===== config.mk =====
export PLATFORM = sky130hd
export DESIGN_NAME = wdrc_top
export DESIGN_NICKNAME = d
export VERILOG_FILES = /design/src/hw/wdrc_sync3.v /design/src/hw/wdrc_top.v
export VERILOG_INCLUDE_DIRS = /design/src /design/src/hw
export SDC_FILE = /design/constraint.sdc
export NUM_CORES = 1
export LEC_CHECK = 0
export ABC_AREA = 1
export ABC_CLOCK_PERIOD_IN_PS = 3840
export BUFFER_PORTS_ARGS = -buffer_cell sky130_fd_sc_hd__buf_2
export CORE_MARGIN = 2
export CORE_UTILIZATION = 41
export DETAILED_ROUTE_END_ITERATION = 10
export MAX_ROUTING_LAYER = met4
export PLACE_DENSITY = 0.6
export SLEW_MARGIN = 10
export SYNTH_ARGS = -nofsm -noshare
export SYNTH_HDL_FRONTEND = slang
export SYNTH_SLANG_ARGS = --single-unit

===== constraint.sdc =====
create_clock -name sys_clk_i -period 3.84 [get_ports sys_clk_i]
set_input_delay 0.576 -clock sys_clk_i [delete_from_list [all_inputs] [get_ports sys_clk_i]]
set_output_delay 0.576 -clock sys_clk_i [all_outputs]
set_load 0.02 [all_outputs]

===== src/hw/wdrc_defines.vh =====
// Constants for the watchdog and reset control block
`ifndef WDRC_DEFINES_VH
`define WDRC_DEFINES_VH

// Register byte offsets on the Avalon-MM slave
`define WDRC_OFF_WDT_CTRL      4'h0
`define WDRC_OFF_PIN_FUNC      4'h4
`define WDRC_OFF_CAUSE         4'h8
`define WDRC_OFF_STATUS        4'hc

// Watchdog control fields and codes
`define WDRC_KEY_MSB           7
`define WDRC_KEY_LSB           3
`define WDRC_SEL_MSB           2
`define WDRC_SEL_LSB           0
`define WDRC_KEY_DISABLE       5'h15
`define WDRC_KEY_ENABLE        5'h0a
`define WDRC_WDT_CTRL_RESET    8'h52

// Reset pin function codes
`define WDRC_PIN_PORT          8'h55
`define WDRC_PIN_RESET         8'haa

// Cause register bit positions
`define WDRC_CAUSE_PIN_FAULT   3
`define WDRC_CAUSE_VSEL_FAULT  1
`define WDRC_CAUSE_KEY_FAULT   0

// Status register bit positions
`define WDRC_STAT_TIMEOUT      0
`define WDRC_STAT_POWERDOWN    1

// Timing: watchdog clock is low-speed crystal divided by eight
`define WDRC_LXT_PRESCALE      8
`define WDRC_SYS_CLK_HZ        125000000
`define WDRC_LXT_HZ            32768
`define WDRC_FAULT_DELAY_NS    1000
`define WDRC_RELEASE_DELAY_NS  1000
`define WDRC_CLK_PERIOD_NS     8

`endif


===== src/hw/wdrc_sync3.v =====
// Three-stage input synchroniser with agreement filter
`default_nettype none

module wdrc_sync3
(
    input  wire sys_clk_i,
    input  wire rst_i,
    input  wire rst_val_i,
    input  wire din_i,
    output reg  dout_o
);

    reg [2:0] stage_reg;

    // Shift chain; output follows once stages two and three agree
    always @(posedge sys_clk_i or posedge rst_i)
    begin
        if (rst_i)
        begin
            stage_reg <= 3'h7;
            dout_o    <= 1'b1;
        end
        else
        begin
            stage_reg <= {stage_reg[1:0], din_i};
            if (stage_reg[1] == stage_reg[2])
                dout_o <= stage_reg[2];
        end
    end

endmodule

`default_nettype wire


===== src/hw/wdrc_top.v =====
// Watchdog timer and reset control with Avalon-MM registers
`include "wdrc_defines.vh"
`default_nettype none

module wdrc_top
#(
    parameter FAULT_CYCLES   = (`WDRC_FAULT_DELAY_NS + `WDRC_CLK_PERIOD_NS - 1) / `WDRC_CLK_PERIOD_NS,
    parameter RELEASE_CYCLES = (`WDRC_RELEASE_DELAY_NS + `WDRC_CLK_PERIOD_NS - 1) / `WDRC_CLK_PERIOD_NS,
    parameter LXT_DIV        = `WDRC_SYS_CLK_HZ / `WDRC_LXT_HZ
)
(
    input  wire        sys_clk_i,
    input  wire        rst_i,
    // Avalon-MM slave
    input  wire [3:0]  avs_address_i,
    input  wire        avs_read_i,
    input  wire        avs_write_i,
    input  wire [31:0] avs_writedata_i,
    input  wire [3:0]  avs_byteenable_i,
    output reg  [31:0] avs_readdata_o,
    output reg         avs_waitrequest_o,
    // CPU events
    input  wire        clear_watchdog_instruction_i,
    input  wire        halt_exec_i,
    input  wire        low_power_mode_i,
    // Shared pin
    input  wire        shared_pin_i,
    input  wire        port_pin_func_sel_i,
    output reg         shared_port_bit_o,
    output reg         pin_is_reset_o,
    // Reset outputs
    output reg         device_reset_o,
    output reg         pc_sp_reset_o,
    output reg         port_preset_o,
    output reg         timeout_flag_o,
    output reg         powerdown_flag_o
);

    // -----------------------------------------------------------------
    // Local parameters
    // -----------------------------------------------------------------
    localparam [2:0] ST_RUN     = 3'b001;
    localparam [2:0] ST_HOLD    = 3'b010;
    localparam [2:0] ST_RELEASE = 3'b100;
    localparam       DCW        = 20;

    // -----------------------------------------------------------------
    // Declarations
    // -----------------------------------------------------------------
    reg  [7:0]     wdt_ctrl_reg;
    reg  [7:0]     pin_func_reg;
    reg            pin_fault_reg;
    reg            key_fault_reg;
    reg            vsel_fault_reg;
    reg  [2:0]     state_reg;
    reg  [DCW-1:0] delay_cnt_reg;
    reg  [DCW-1:0] fault_cnt_reg;
    reg            key_fault_pend_reg;
    reg            pin_fault_pend_reg;
    reg  [15:0]    lxt_cnt_reg;
    reg  [2:0]     pre_cnt_reg;
    reg  [17:0]    wdt_cnt_reg;
    reg            first_reg;
    reg            ack_reg;
    wire           pin_sync;
    wire           lxt_tick;
    wire           wdt_tick;
    wire           wdt_enabled;
    wire           pin_reset_sel;
    wire           pin_low;
    wire           overflow;
    wire           bus_req;
    wire           wr_ctrl;
    wire           wr_pin;
    wire           wr_cause;
    wire [17:0]    limit;

    // Key field decode, used for the fault check; enable compares the key directly
    function key_valid;
        input [4:0] key;
        begin
            key_valid = (key == `WDRC_KEY_ENABLE) || (key == `WDRC_KEY_DISABLE);
        end
    endfunction

    // Time-out limit from select field
    function [17:0] sel_limit;
        input [2:0] sel;
        begin
            case (sel)
                3'h0:    sel_limit = 18'h000ff;
                3'h1:    sel_limit = 18'h003ff;
                3'h2:    sel_limit = 18'h00fff;
                3'h3:    sel_limit = 18'h03fff;
                3'h4:    sel_limit = 18'h07fff;
                3'h5:    sel_limit = 18'h0ffff;
                3'h6:    sel_limit = 18'h1ffff;
                default: sel_limit = 18'h3ffff;
            endcase
        end
    endfunction

    // -----------------------------------------------------------------
    // Pin synchroniser and pin function
    // -----------------------------------------------------------------
    wdrc_sync3 u_pin_sync
    (
        .sys_clk_i (sys_clk_i),
        .rst_i     (rst_i),
        .rst_val_i (1'b1),
        .din_i     (shared_pin_i),
        .dout_o    (pin_sync)
    );

    assign pin_reset_sel = (pin_func_reg == `WDRC_PIN_RESET);
    assign pin_low       = pin_reset_sel && !pin_sync;
    assign wdt_enabled   = (wdt_ctrl_reg[`WDRC_KEY_MSB:`WDRC_KEY_LSB] == `WDRC_KEY_ENABLE);

    // Pin routing; reset selection wins over port muxing
    always @(posedge sys_clk_i or posedge rst_i)
    begin
        if (rst_i)
        begin
            shared_port_bit_o <= 1'b1;
            pin_is_reset_o    <= 1'b0;
        end
        else
        begin
            pin_is_reset_o    <= pin_reset_sel;
            shared_port_bit_o <= (pin_reset_sel || !port_pin_func_sel_i) ? 1'b1 : pin_sync;
        end
    end

    // -----------------------------------------------------------------
    // Watchdog clock: crystal rate, then divide by eight
    // -----------------------------------------------------------------
    assign lxt_tick = (lxt_cnt_reg == LXT_DIV[15:0] - 16'h1);
    assign wdt_tick = lxt_tick && (pre_cnt_reg == 3'h7);
    assign limit    = sel_limit(wdt_ctrl_reg[`WDRC_SEL_MSB:`WDRC_SEL_LSB]);
    assign overflow = wdt_enabled && wdt_tick && (wdt_cnt_reg == limit) && (state_reg == ST_RUN);

    always @(posedge sys_clk_i or posedge rst_i)
    begin
        if (rst_i)
        begin
            lxt_cnt_reg <= 16'h0;
            pre_cnt_reg <= 3'h0;
            wdt_cnt_reg <= 18'h0;
        end
        else
        begin
            lxt_cnt_reg <= lxt_tick ? 16'h0 : lxt_cnt_reg + 16'h1;
            if (lxt_tick)
                pre_cnt_reg <= pre_cnt_reg + 3'h1;
            if (key_fault_pend_reg || clear_watchdog_instruction_i || halt_exec_i || pin_low
                || overflow || !wdt_enabled || state_reg != ST_RUN)
                wdt_cnt_reg <= 18'h0;
            else if (wdt_tick)
                wdt_cnt_reg <= wdt_cnt_reg + 18'h1;
        end
    end

    // -----------------------------------------------------------------
    // Avalon-MM slave: one wait cycle, then acknowledge
    // -----------------------------------------------------------------
    assign bus_req  = (avs_read_i || avs_write_i) && !ack_reg;
    assign wr_ctrl  = avs_write_i && !avs_waitrequest_o && avs_byteenable_i[0] && avs_address_i == `WDRC_OFF_WDT_CTRL;
    assign wr_pin   = avs_write_i && !avs_waitrequest_o && avs_byteenable_i[0] && avs_address_i == `WDRC_OFF_PIN_FUNC;
    assign wr_cause = avs_write_i && !avs_waitrequest_o && avs_byteenable_i[0] && avs_address_i == `WDRC_OFF_CAUSE;

    always @(posedge sys_clk_i or posedge rst_i)
    begin
        if (rst_i)
        begin
            ack_reg           <= 1'b0;
            avs_waitrequest_o <= 1'b1;
            avs_readdata_o    <= 32'h0;
        end
        else
        begin
            ack_reg           <= bus_req;
            avs_waitrequest_o <= !bus_req;
            if (bus_req && avs_read_i)
            begin
                case (avs_address_i)
                    `WDRC_OFF_WDT_CTRL: avs_readdata_o <= {24'h0, wdt_ctrl_reg};
                    `WDRC_OFF_PIN_FUNC: avs_readdata_o <= {24'h0, pin_func_reg};
                    `WDRC_OFF_CAUSE:    avs_readdata_o <= {28'h0, pin_fault_reg, 1'b0,
                                                           vsel_fault_reg, key_fault_reg};
                    `WDRC_OFF_STATUS:   avs_readdata_o <= {30'h0, powerdown_flag_o, timeout_flag_o};
                    default:            avs_readdata_o <= 32'h0;
                endcase
            end
        end
    end

    // -----------------------------------------------------------------
    // Config registers and flags
    // -----------------------------------------------------------------
    always @(posedge sys_clk_i or posedge rst_i)
    begin
        if (rst_i)
        begin
            wdt_ctrl_reg   <= `WDRC_WDT_CTRL_RESET;
            pin_func_reg   <= `WDRC_PIN_PORT;
            pin_fault_reg  <= 1'b0;
            key_fault_reg  <= 1'b0;
            vsel_fault_reg <= 1'b0;
        end
        else
        begin
            // Full resets restore config once the pin lets go; warm reset leaves it
            if (device_reset_o && state_reg == ST_HOLD && !first_reg && !pin_low)
            begin
                wdt_ctrl_reg <= `WDRC_WDT_CTRL_RESET;
                pin_func_reg <= `WDRC_PIN_PORT;
            end
            else
            begin
                if (wr_ctrl)
                    wdt_ctrl_reg <= avs_writedata_i[7:0];
                if (wr_pin)
                    pin_func_reg <= avs_writedata_i[7:0];
            end
            // Set wins over software clear
            if (pin_fault_pend_reg && fault_cnt_reg == FAULT_CYCLES[DCW-1:0])
                pin_fault_reg <= 1'b1;
            else if (wr_cause && !avs_writedata_i[`WDRC_CAUSE_PIN_FAULT])
                pin_fault_reg <= 1'b0;
            if (key_fault_pend_reg && fault_cnt_reg == FAULT_CYCLES[DCW-1:0])
                key_fault_reg <= 1'b1;
            else if (wr_cause && !avs_writedata_i[`WDRC_CAUSE_KEY_FAULT])
                key_fault_reg <= 1'b0;
            if (wr_cause && !avs_writedata_i[`WDRC_CAUSE_VSEL_FAULT])
                vsel_fault_reg <= 1'b0;
        end
    end

    // -----------------------------------------------------------------
    // Config fault delay counters
    // -----------------------------------------------------------------
    always @(posedge sys_clk_i or posedge rst_i)
    begin
        if (rst_i)
        begin
            key_fault_pend_reg <= 1'b0;
            pin_fault_pend_reg <= 1'b0;
            fault_cnt_reg      <= {DCW{1'b0}};
        end
        else
        begin
            if (fault_cnt_reg == FAULT_CYCLES[DCW-1:0])
            begin
                key_fault_pend_reg <= 1'b0;
                pin_fault_pend_reg <= 1'b0;
                fault_cnt_reg      <= {DCW{1'b0}};
            end
            else if (key_fault_pend_reg || pin_fault_pend_reg)
                fault_cnt_reg <= fault_cnt_reg + {{(DCW-1){1'b0}}, 1'b1};
            else if (state_reg == ST_RUN) // Judge only settled config
            begin
                key_fault_pend_reg <= !key_valid(wdt_ctrl_reg[`WDRC_KEY_MSB:`WDRC_KEY_LSB]);
                pin_fault_pend_reg <= !(pin_func_reg == `WDRC_PIN_PORT || pin_reset_sel);
            end
        end
    end

    // -----------------------------------------------------------------
    // Reset sequencer: hold, then release delay
    // -----------------------------------------------------------------
    always @(posedge sys_clk_i or posedge rst_i)
    begin
        if (rst_i)
        begin
            state_reg        <= ST_HOLD;
            first_reg        <= 1'b1;
            delay_cnt_reg    <= {DCW{1'b0}};
            device_reset_o   <= 1'b1;
            pc_sp_reset_o    <= 1'b1;
            port_preset_o    <= 1'b1;
            timeout_flag_o   <= 1'b0;
            powerdown_flag_o <= 1'b0;
        end
        else
        begin
            pc_sp_reset_o <= 1'b0;
            // Power-down and time-out flags
            if (halt_exec_i)
            begin
                powerdown_flag_o <= 1'b1;
                timeout_flag_o   <= 1'b0;
            end
            else if (clear_watchdog_instruction_i)
                powerdown_flag_o <= 1'b0;
            if (overflow)
                timeout_flag_o <= 1'b1;
            case (state_reg)
                ST_RUN:
                begin
                    if (overflow && low_power_mode_i)
                        pc_sp_reset_o <= 1'b1;
                    else if (overflow || pin_low || fault_cnt_reg == FAULT_CYCLES[DCW-1:0])
                    begin
                        state_reg      <= ST_HOLD;
                        device_reset_o <= 1'b1;
                        pc_sp_reset_o  <= 1'b1;
                    end
                end
                ST_HOLD:
                begin
                    device_reset_o <= 1'b1;
                    pc_sp_reset_o  <= 1'b1;
                    first_reg      <= 1'b0;
                    if (!pin_low)
                    begin
                        state_reg     <= ST_RELEASE;
                        delay_cnt_reg <= {DCW{1'b0}};
                    end
                end
                ST_RELEASE:
                begin
                    pc_sp_reset_o <= 1'b1;
                    if (pin_low)
                        state_reg <= ST_HOLD;
                    else if (delay_cnt_reg == RELEASE_CYCLES[DCW-1:0])
                    begin
                        state_reg      <= ST_RUN;
                        device_reset_o <= 1'b0;
                        port_preset_o  <= 1'b0;
                        pc_sp_reset_o  <= 1'b0;
                    end
                    else
                        delay_cnt_reg <= delay_cnt_reg + {{(DCW-1){1'b0}}, 1'b1};
                end
                default:
                    state_reg <= ST_HOLD;
            endcase
        end
    end

endmodule

`default_nettype wire


; Yosys cells after proc, flatten, opt, wreduce, memory -nomap -nowiden
; Cells that the tools add are included.
; W data, S select, Z words.
[totals]
ff_bits = 146
out_inout_bits = 40
wordCells = 171
[classes]
bitwise = 1
eq_ne = 31
n_mux = 46
reduce_logical = 63
n_addsub = 5
[op_table]
columns = op, n
row1 = $pmux W18 S7, 1
row2 = $mux W20, 5
row3 = $add A20 B1 Y20 const B, 2
row4 = $eq A20 B7 Y1 const B, 2
row5 = $pmux W20 S2, 1
row6 = $mux W18, 2
row7 = $mux W8, 4
row8 = $pmux W8 S4, 1
row9 = $mux W1, 23
row10 = $logic_and A1 B1 Y1, 20
row11 = $reduce_bool A2 Y1, 10
row12 = $add A18 B1 Y18 const B, 1
row13 = $eq A18 B18 Y1, 1
row14 = $add A16 B1 Y16 const B, 1
row15 = $eq A16 B12 Y1 const B, 1
row16 = $mux W16, 1
row17 = $eq A3 B3 Y1 const B, 5
row18 = $mux W3, 5
row19 = $logic_or A1 B1 Y1, 13
row20 = $logic_not A1 Y1, 12
row21 = $ne A2 B2 Y1 const B, 5
row22 = $eq A3 B2 Y1 const B, 3
row23 = $pmux W3 S3, 1
row24 = $eq A4 B4 Y1 const B, 2
row25 = other kinds (20), 24

; Longest topological paths before layout
[depth]
word_depth = 10
mapped_depth = 13
mapped_depth_nobuf = 13

; Modules after synthesis
; A second synthesis with hierarchy kept.
[hier_totals]
cells_unflattened = 830
hier_area_um2 = 6801.5
[by_module_without_submodules]
columns = module, instances, area_each_um2, cells_each, seq_area_each_um2
row1 = wdrc_top, 1, 6676.4, 821, 2970.3
row2 = wdrc_sync3, 1, 125.1, 9, 105.1

; Worst setup path before layout
; Ideal clock, no wire load.
[synth_timing]
path_kind = input-to-reg
startpoint = input port avs_address_i[1]
endpoint = register wdt_ctrl_reg[2]
setup_time_ps = 119
slack_ps = 2017
stages = 8
path_buffers = 0
arrival_ps = 1704
cell_sequence = nor2_1 > inv_1 > nor3_1 > nand2_1 > nand2_4 > nor2_1 > a31oi_1 > inv_1
[synth_via]
elab_chain_len = 3
[synth_rtl]
columns = element, line
row1 = "start, declared", wdrc_top.v:15  ; input wire [3:0] avs_address_i,
row2 = $logic_not A4 Y1, --
row3 = $logic_and A1 B1 Y1 (no source line), --
row4 = $reduce_bool A2 Y1 (no source line), --
row5 = "end signal, assigned", wdrc_top.v:204  ; wdt_ctrl_reg <= `WDRC_WDT_CTRL_RESET;
row6 = "end signal, assigned", wdrc_top.v:215  ; wdt_ctrl_reg <= `WDRC_WDT_CTRL_RESET;
row7 = "end signal, assigned", wdrc_top.v:221  ; wdt_ctrl_reg <= avs_writedata_i[7:0];
row8 = "end, declared", wdrc_top.v:50  ; reg [7:0] wdt_ctrl_reg;
; Every way passes these cells.
; A chain may end at the register's enable or synchronous reset.

; Final worst setup path
[layout_timing]
startpoint = register pin_func_reg[0]
endpoint = register pin_func_reg[5]
[layout_via]
elab_chain_len = 5
[layout_rtl]
columns = element, line
row1 = "start, declared", wdrc_top.v:51  ; reg [7:0] pin_func_reg;
row2 = "start signal, assigned", wdrc_top.v:205  ; pin_func_reg <= `WDRC_PIN_PORT;
row3 = "start signal, assigned", wdrc_top.v:216  ; pin_func_reg <= `WDRC_PIN_PORT;
row4 = "start signal, assigned", wdrc_top.v:223  ; pin_func_reg <= avs_writedata_i[7:0];
row5 = $eq A8 B8 Y1 (no source line) *, --
row6 = via pin_reset_sel, wdrc_top.v:69  ; wire pin_reset_sel;
row7 = $logic_and A1 B1 Y1 *, wdrc_top.v:116  ; assign pin_low = pin_reset_sel && !pin_sync;
row8 = $logic_not A1 Y1 *, --
row9 = $logic_and A1 B1 Y1 *, wdrc_top.v:213  ; if (device_reset_o && state_reg == ST_HOLD && !first_reg && !pin_low)
row10 = $mux W8 or $reduce_bool A2 Y1 (tied branches), --
; The timed path passes the listed nets; every way through them passes the cells marked *.

==> results.json <==
{
  "status": "finished, final reports clean",
  "floorplan.initialDensity": 0.4162,
  "critPathMaxStageDelay_ns": 0.54,
  "clk_pin_slew_worst_paths_ns": 0.05,
  "relSlewSlack": 0.5772,
  "hold_viol_final": 0,
  "wl_per_cell_um": 13.16,
  "synth.distinct_cells": 49,
  "drt_iter0_markers": 378,
  "p_per_area_nw_per_um2": 443.6,
  "critical_path.slowest_cell": "dfstp_2",
  "wl_mm": 14.73,
  "critPathKind": "register to register",
  "cts_tree": "built",
  "skew_ns": 0.008450,
  "hold_path_class": "input port to asynchronous set/reset pin",
  "worstPathArrival_ns": 2.60,
  "avgViaCountPerCell": 4.946,
  "port_buffers": 37,
  "routed-via-count": 5539,
  "die_h_um": 133.1,
  "clkSinkCount": 122,
  "nets": 945,
  "reg2reg_slack_ns": 1.56,
  "io_pins": 89,
  "clock_latency_ns": 0.42,
  "setup_viol": 0,
  "syn_area_um2": 6829,
  "htreeDepth": 4,
  "tightest_slew_ns": 0.6319,
  "seq_area_frac_synth": 0.4503,
  "yosysTopAreaCell": "dfrtp_1",
  "syn_inst": 839,
  "synth_flop_cell": "dfrtp_1",
  "yosys-top-cells-area": "dfrtp_1 (38%), nand2_1 (8.6%), dfstp_2 (6.9%)",
  "drv_cap": 0,
  "rsz0062_at_grt": "false",
  "final_cells": 1120,
  "endpoint_kind": "register",
  "row_count": 47,
  "p_leak_uw": 0.003580,
  "numCtsBuffers": 17,
  "syn_to_final_growth_pct": 14.14,
  "dieArea_um2": 17710,
  "fill_cells": 1601,
  "path_max_fanout": 12,
  "antenna_found_initial": 0,
  "regArea_um2": 3075,
  "synth_edf_count": 0,
  "multi_input_area_um2": 3168,
  "final_layout_size_suffix_gt1_frac": 0.1533,
  "min_period_over_period": 0.5930,
  "ir_worst_vdd_mv": 0.3348,
  "timing.critical_path.cells": "inv_1 > nand4_1 > nor2_2 > nand2_2 > nand2_2 > inv_2 > nand3_2 > nand2_1 > inv_2 > o21ai_0",
  "track_usage": 0.1845,
  "core_area_um2": 16410,
  "post-cts-setup-buffer-count": 0,
  "ys_ff_latch": 122,
  "gp_congestion": 0.8440,
  "period_needed_ns": 2.277,
  "die_w_um": 133.1,
  "antenna_cells": 0,
  "grt_pass1_vias": 5292,
  "synthTopCellsByCount": "nand2_1 (156), inv_1 (105), dfrtp_1 (104), nor2_1 (104), nand3_1 (48)",
  "synth_top_area_share": 0.3811,
  "drtAntennaViolNets": 0,
  "overflow": 0,
  "cts_buffer_depth": 2,
  "synth-async-reset-ratio": 1.000,
  "grt_max_degree": 80,
  "grt_pass1_wl_mm": 25.59,
  "hold_buffers": 0,
  "post-dp-hpwl_mm": 10.61,
  "max_freq_mhz": 439.2,
  "post-synth-top-count-cell": "nand2_1",
  "ys.warnings.count": 0,
  "root_buffer": "clkbuf_16",
  "post_cts_resized": 0,
  "setup.worst_path.start_class": "register",
  "setup_tns_ns": 0,
  "placed_cells": 1088,
  "drv_slew": 0,
  "drc_errors": 0,
  "dr.pass1.iters": 5,
  "synth.avg_cell_area_um2": 8.140,
  "worst_ep_required_time_ns": 4.16
}
==> cell families after synthesis <==
group	synth area share
and+or+nand+nor	0.2889
xor gates and xnor gates	0.04874
DFF	0.4503
other	0.0005491
muxes	0.01319
buffers and inverters	0.09839
AOI/OAI and AO/OA	0.08190
adders and majority gates	0.01796
==> power by group <==
part | internal [uW] | switching [uW]
sequential | 1360 | 52.7
combinational | 98.7 | 202
clock | 1180 | 559
==> through the flow <==
stage	utilization	total power [uW]	worst slack (ns)	cell area (um2)	hold WS, ns
2_1_floorplan	-	1664	0.05126	6915	0.3452
3_3_place_gp	0.4362	1727	1.621	7157	0.3476
3_5_place_dp	0.4362	1734	1.596	7157	0.3481
4_1_cts	0.4751	3494	1.567	7795	0.2282
5_1_grt	0.4751	3602	1.342	7795	0.2428
6_report	0.4751	3458	1.563	7795	0.2203
==> routing by layer <==
layer / routed length (um) / up-vias / GRT usage
met2: 6828 / 106 / 0.2850
met1: 7167 / 2610 / 0.2434
li1: - / 2807 / -
met3: 577 / 16 / 0.04368
met4: 161 / 0 / 0.05197
met5: 0 / - / -
==> placed cells by master, fill, tap and decap left out, drive strengths merged, types with 2 or more instances in the layout <==
cell type and instances:
clkbuf 25, a21oi 23, inv 114, mux2 8, a31oi 3, xnor2 12, nand4 35, nand3b 3
o211ai 4, dfrtp 104, bufinv 5, o31ai 11, nand3 51, xor2 26, o21ai 44, a41oi 2
o22ai 4, buf 38, nand2 162, or2 5, nor4 10, nor3 25, o221ai 3, conb 24
ha 9, nor2 124, dfstp 18
==> area by class of cell <==
class / count / share of cell area
Inverter: 114 / 0.05554
Clock inverter: 7 / 0.02087
Clock buffer: 25 / 0.06100
Multi-Input combinational cell: 594 / 0.4064
Timing Repair Buffer: 38 / 0.02632
Sequential cell: 122 / 0.3945
Tap cell: 220 / 0.03531
==> final timing paths <==
| kind | cells after the start | from | end |
|---|---|---|---|
| hold reg to reg | 0 | u_pin_sync.stage_reg[0] | u_pin_sync.stage_reg[1] |
| setup reg to reg | 10 | pin_func_reg[0] | pin_func_reg[5] |
| max in group asynchronous | 3 | rst_i | avs_waitrequest_o |
| hold / removal | 2 | rst_i | lxt_cnt_reg[11] |
| setup / recovery | 10 | pin_func_reg[0] | pin_func_reg[5] |
| min in group sys_clk_i | 1 | shared_pin_i | u_pin_sync.stage_reg[0] |
==> worst max-delay path, delay by kind of cell, from the launching register on <==
family | cells | cell delay (ns)
AO/OA/AOI/OAI | 1 | 0.21
AND/OR/NAND/NOR | 6 | 1.08
buffers and inverters | 3 | 0.32
flip-flops | 1 | 0.54
Power figures use the tool's default switching activity.
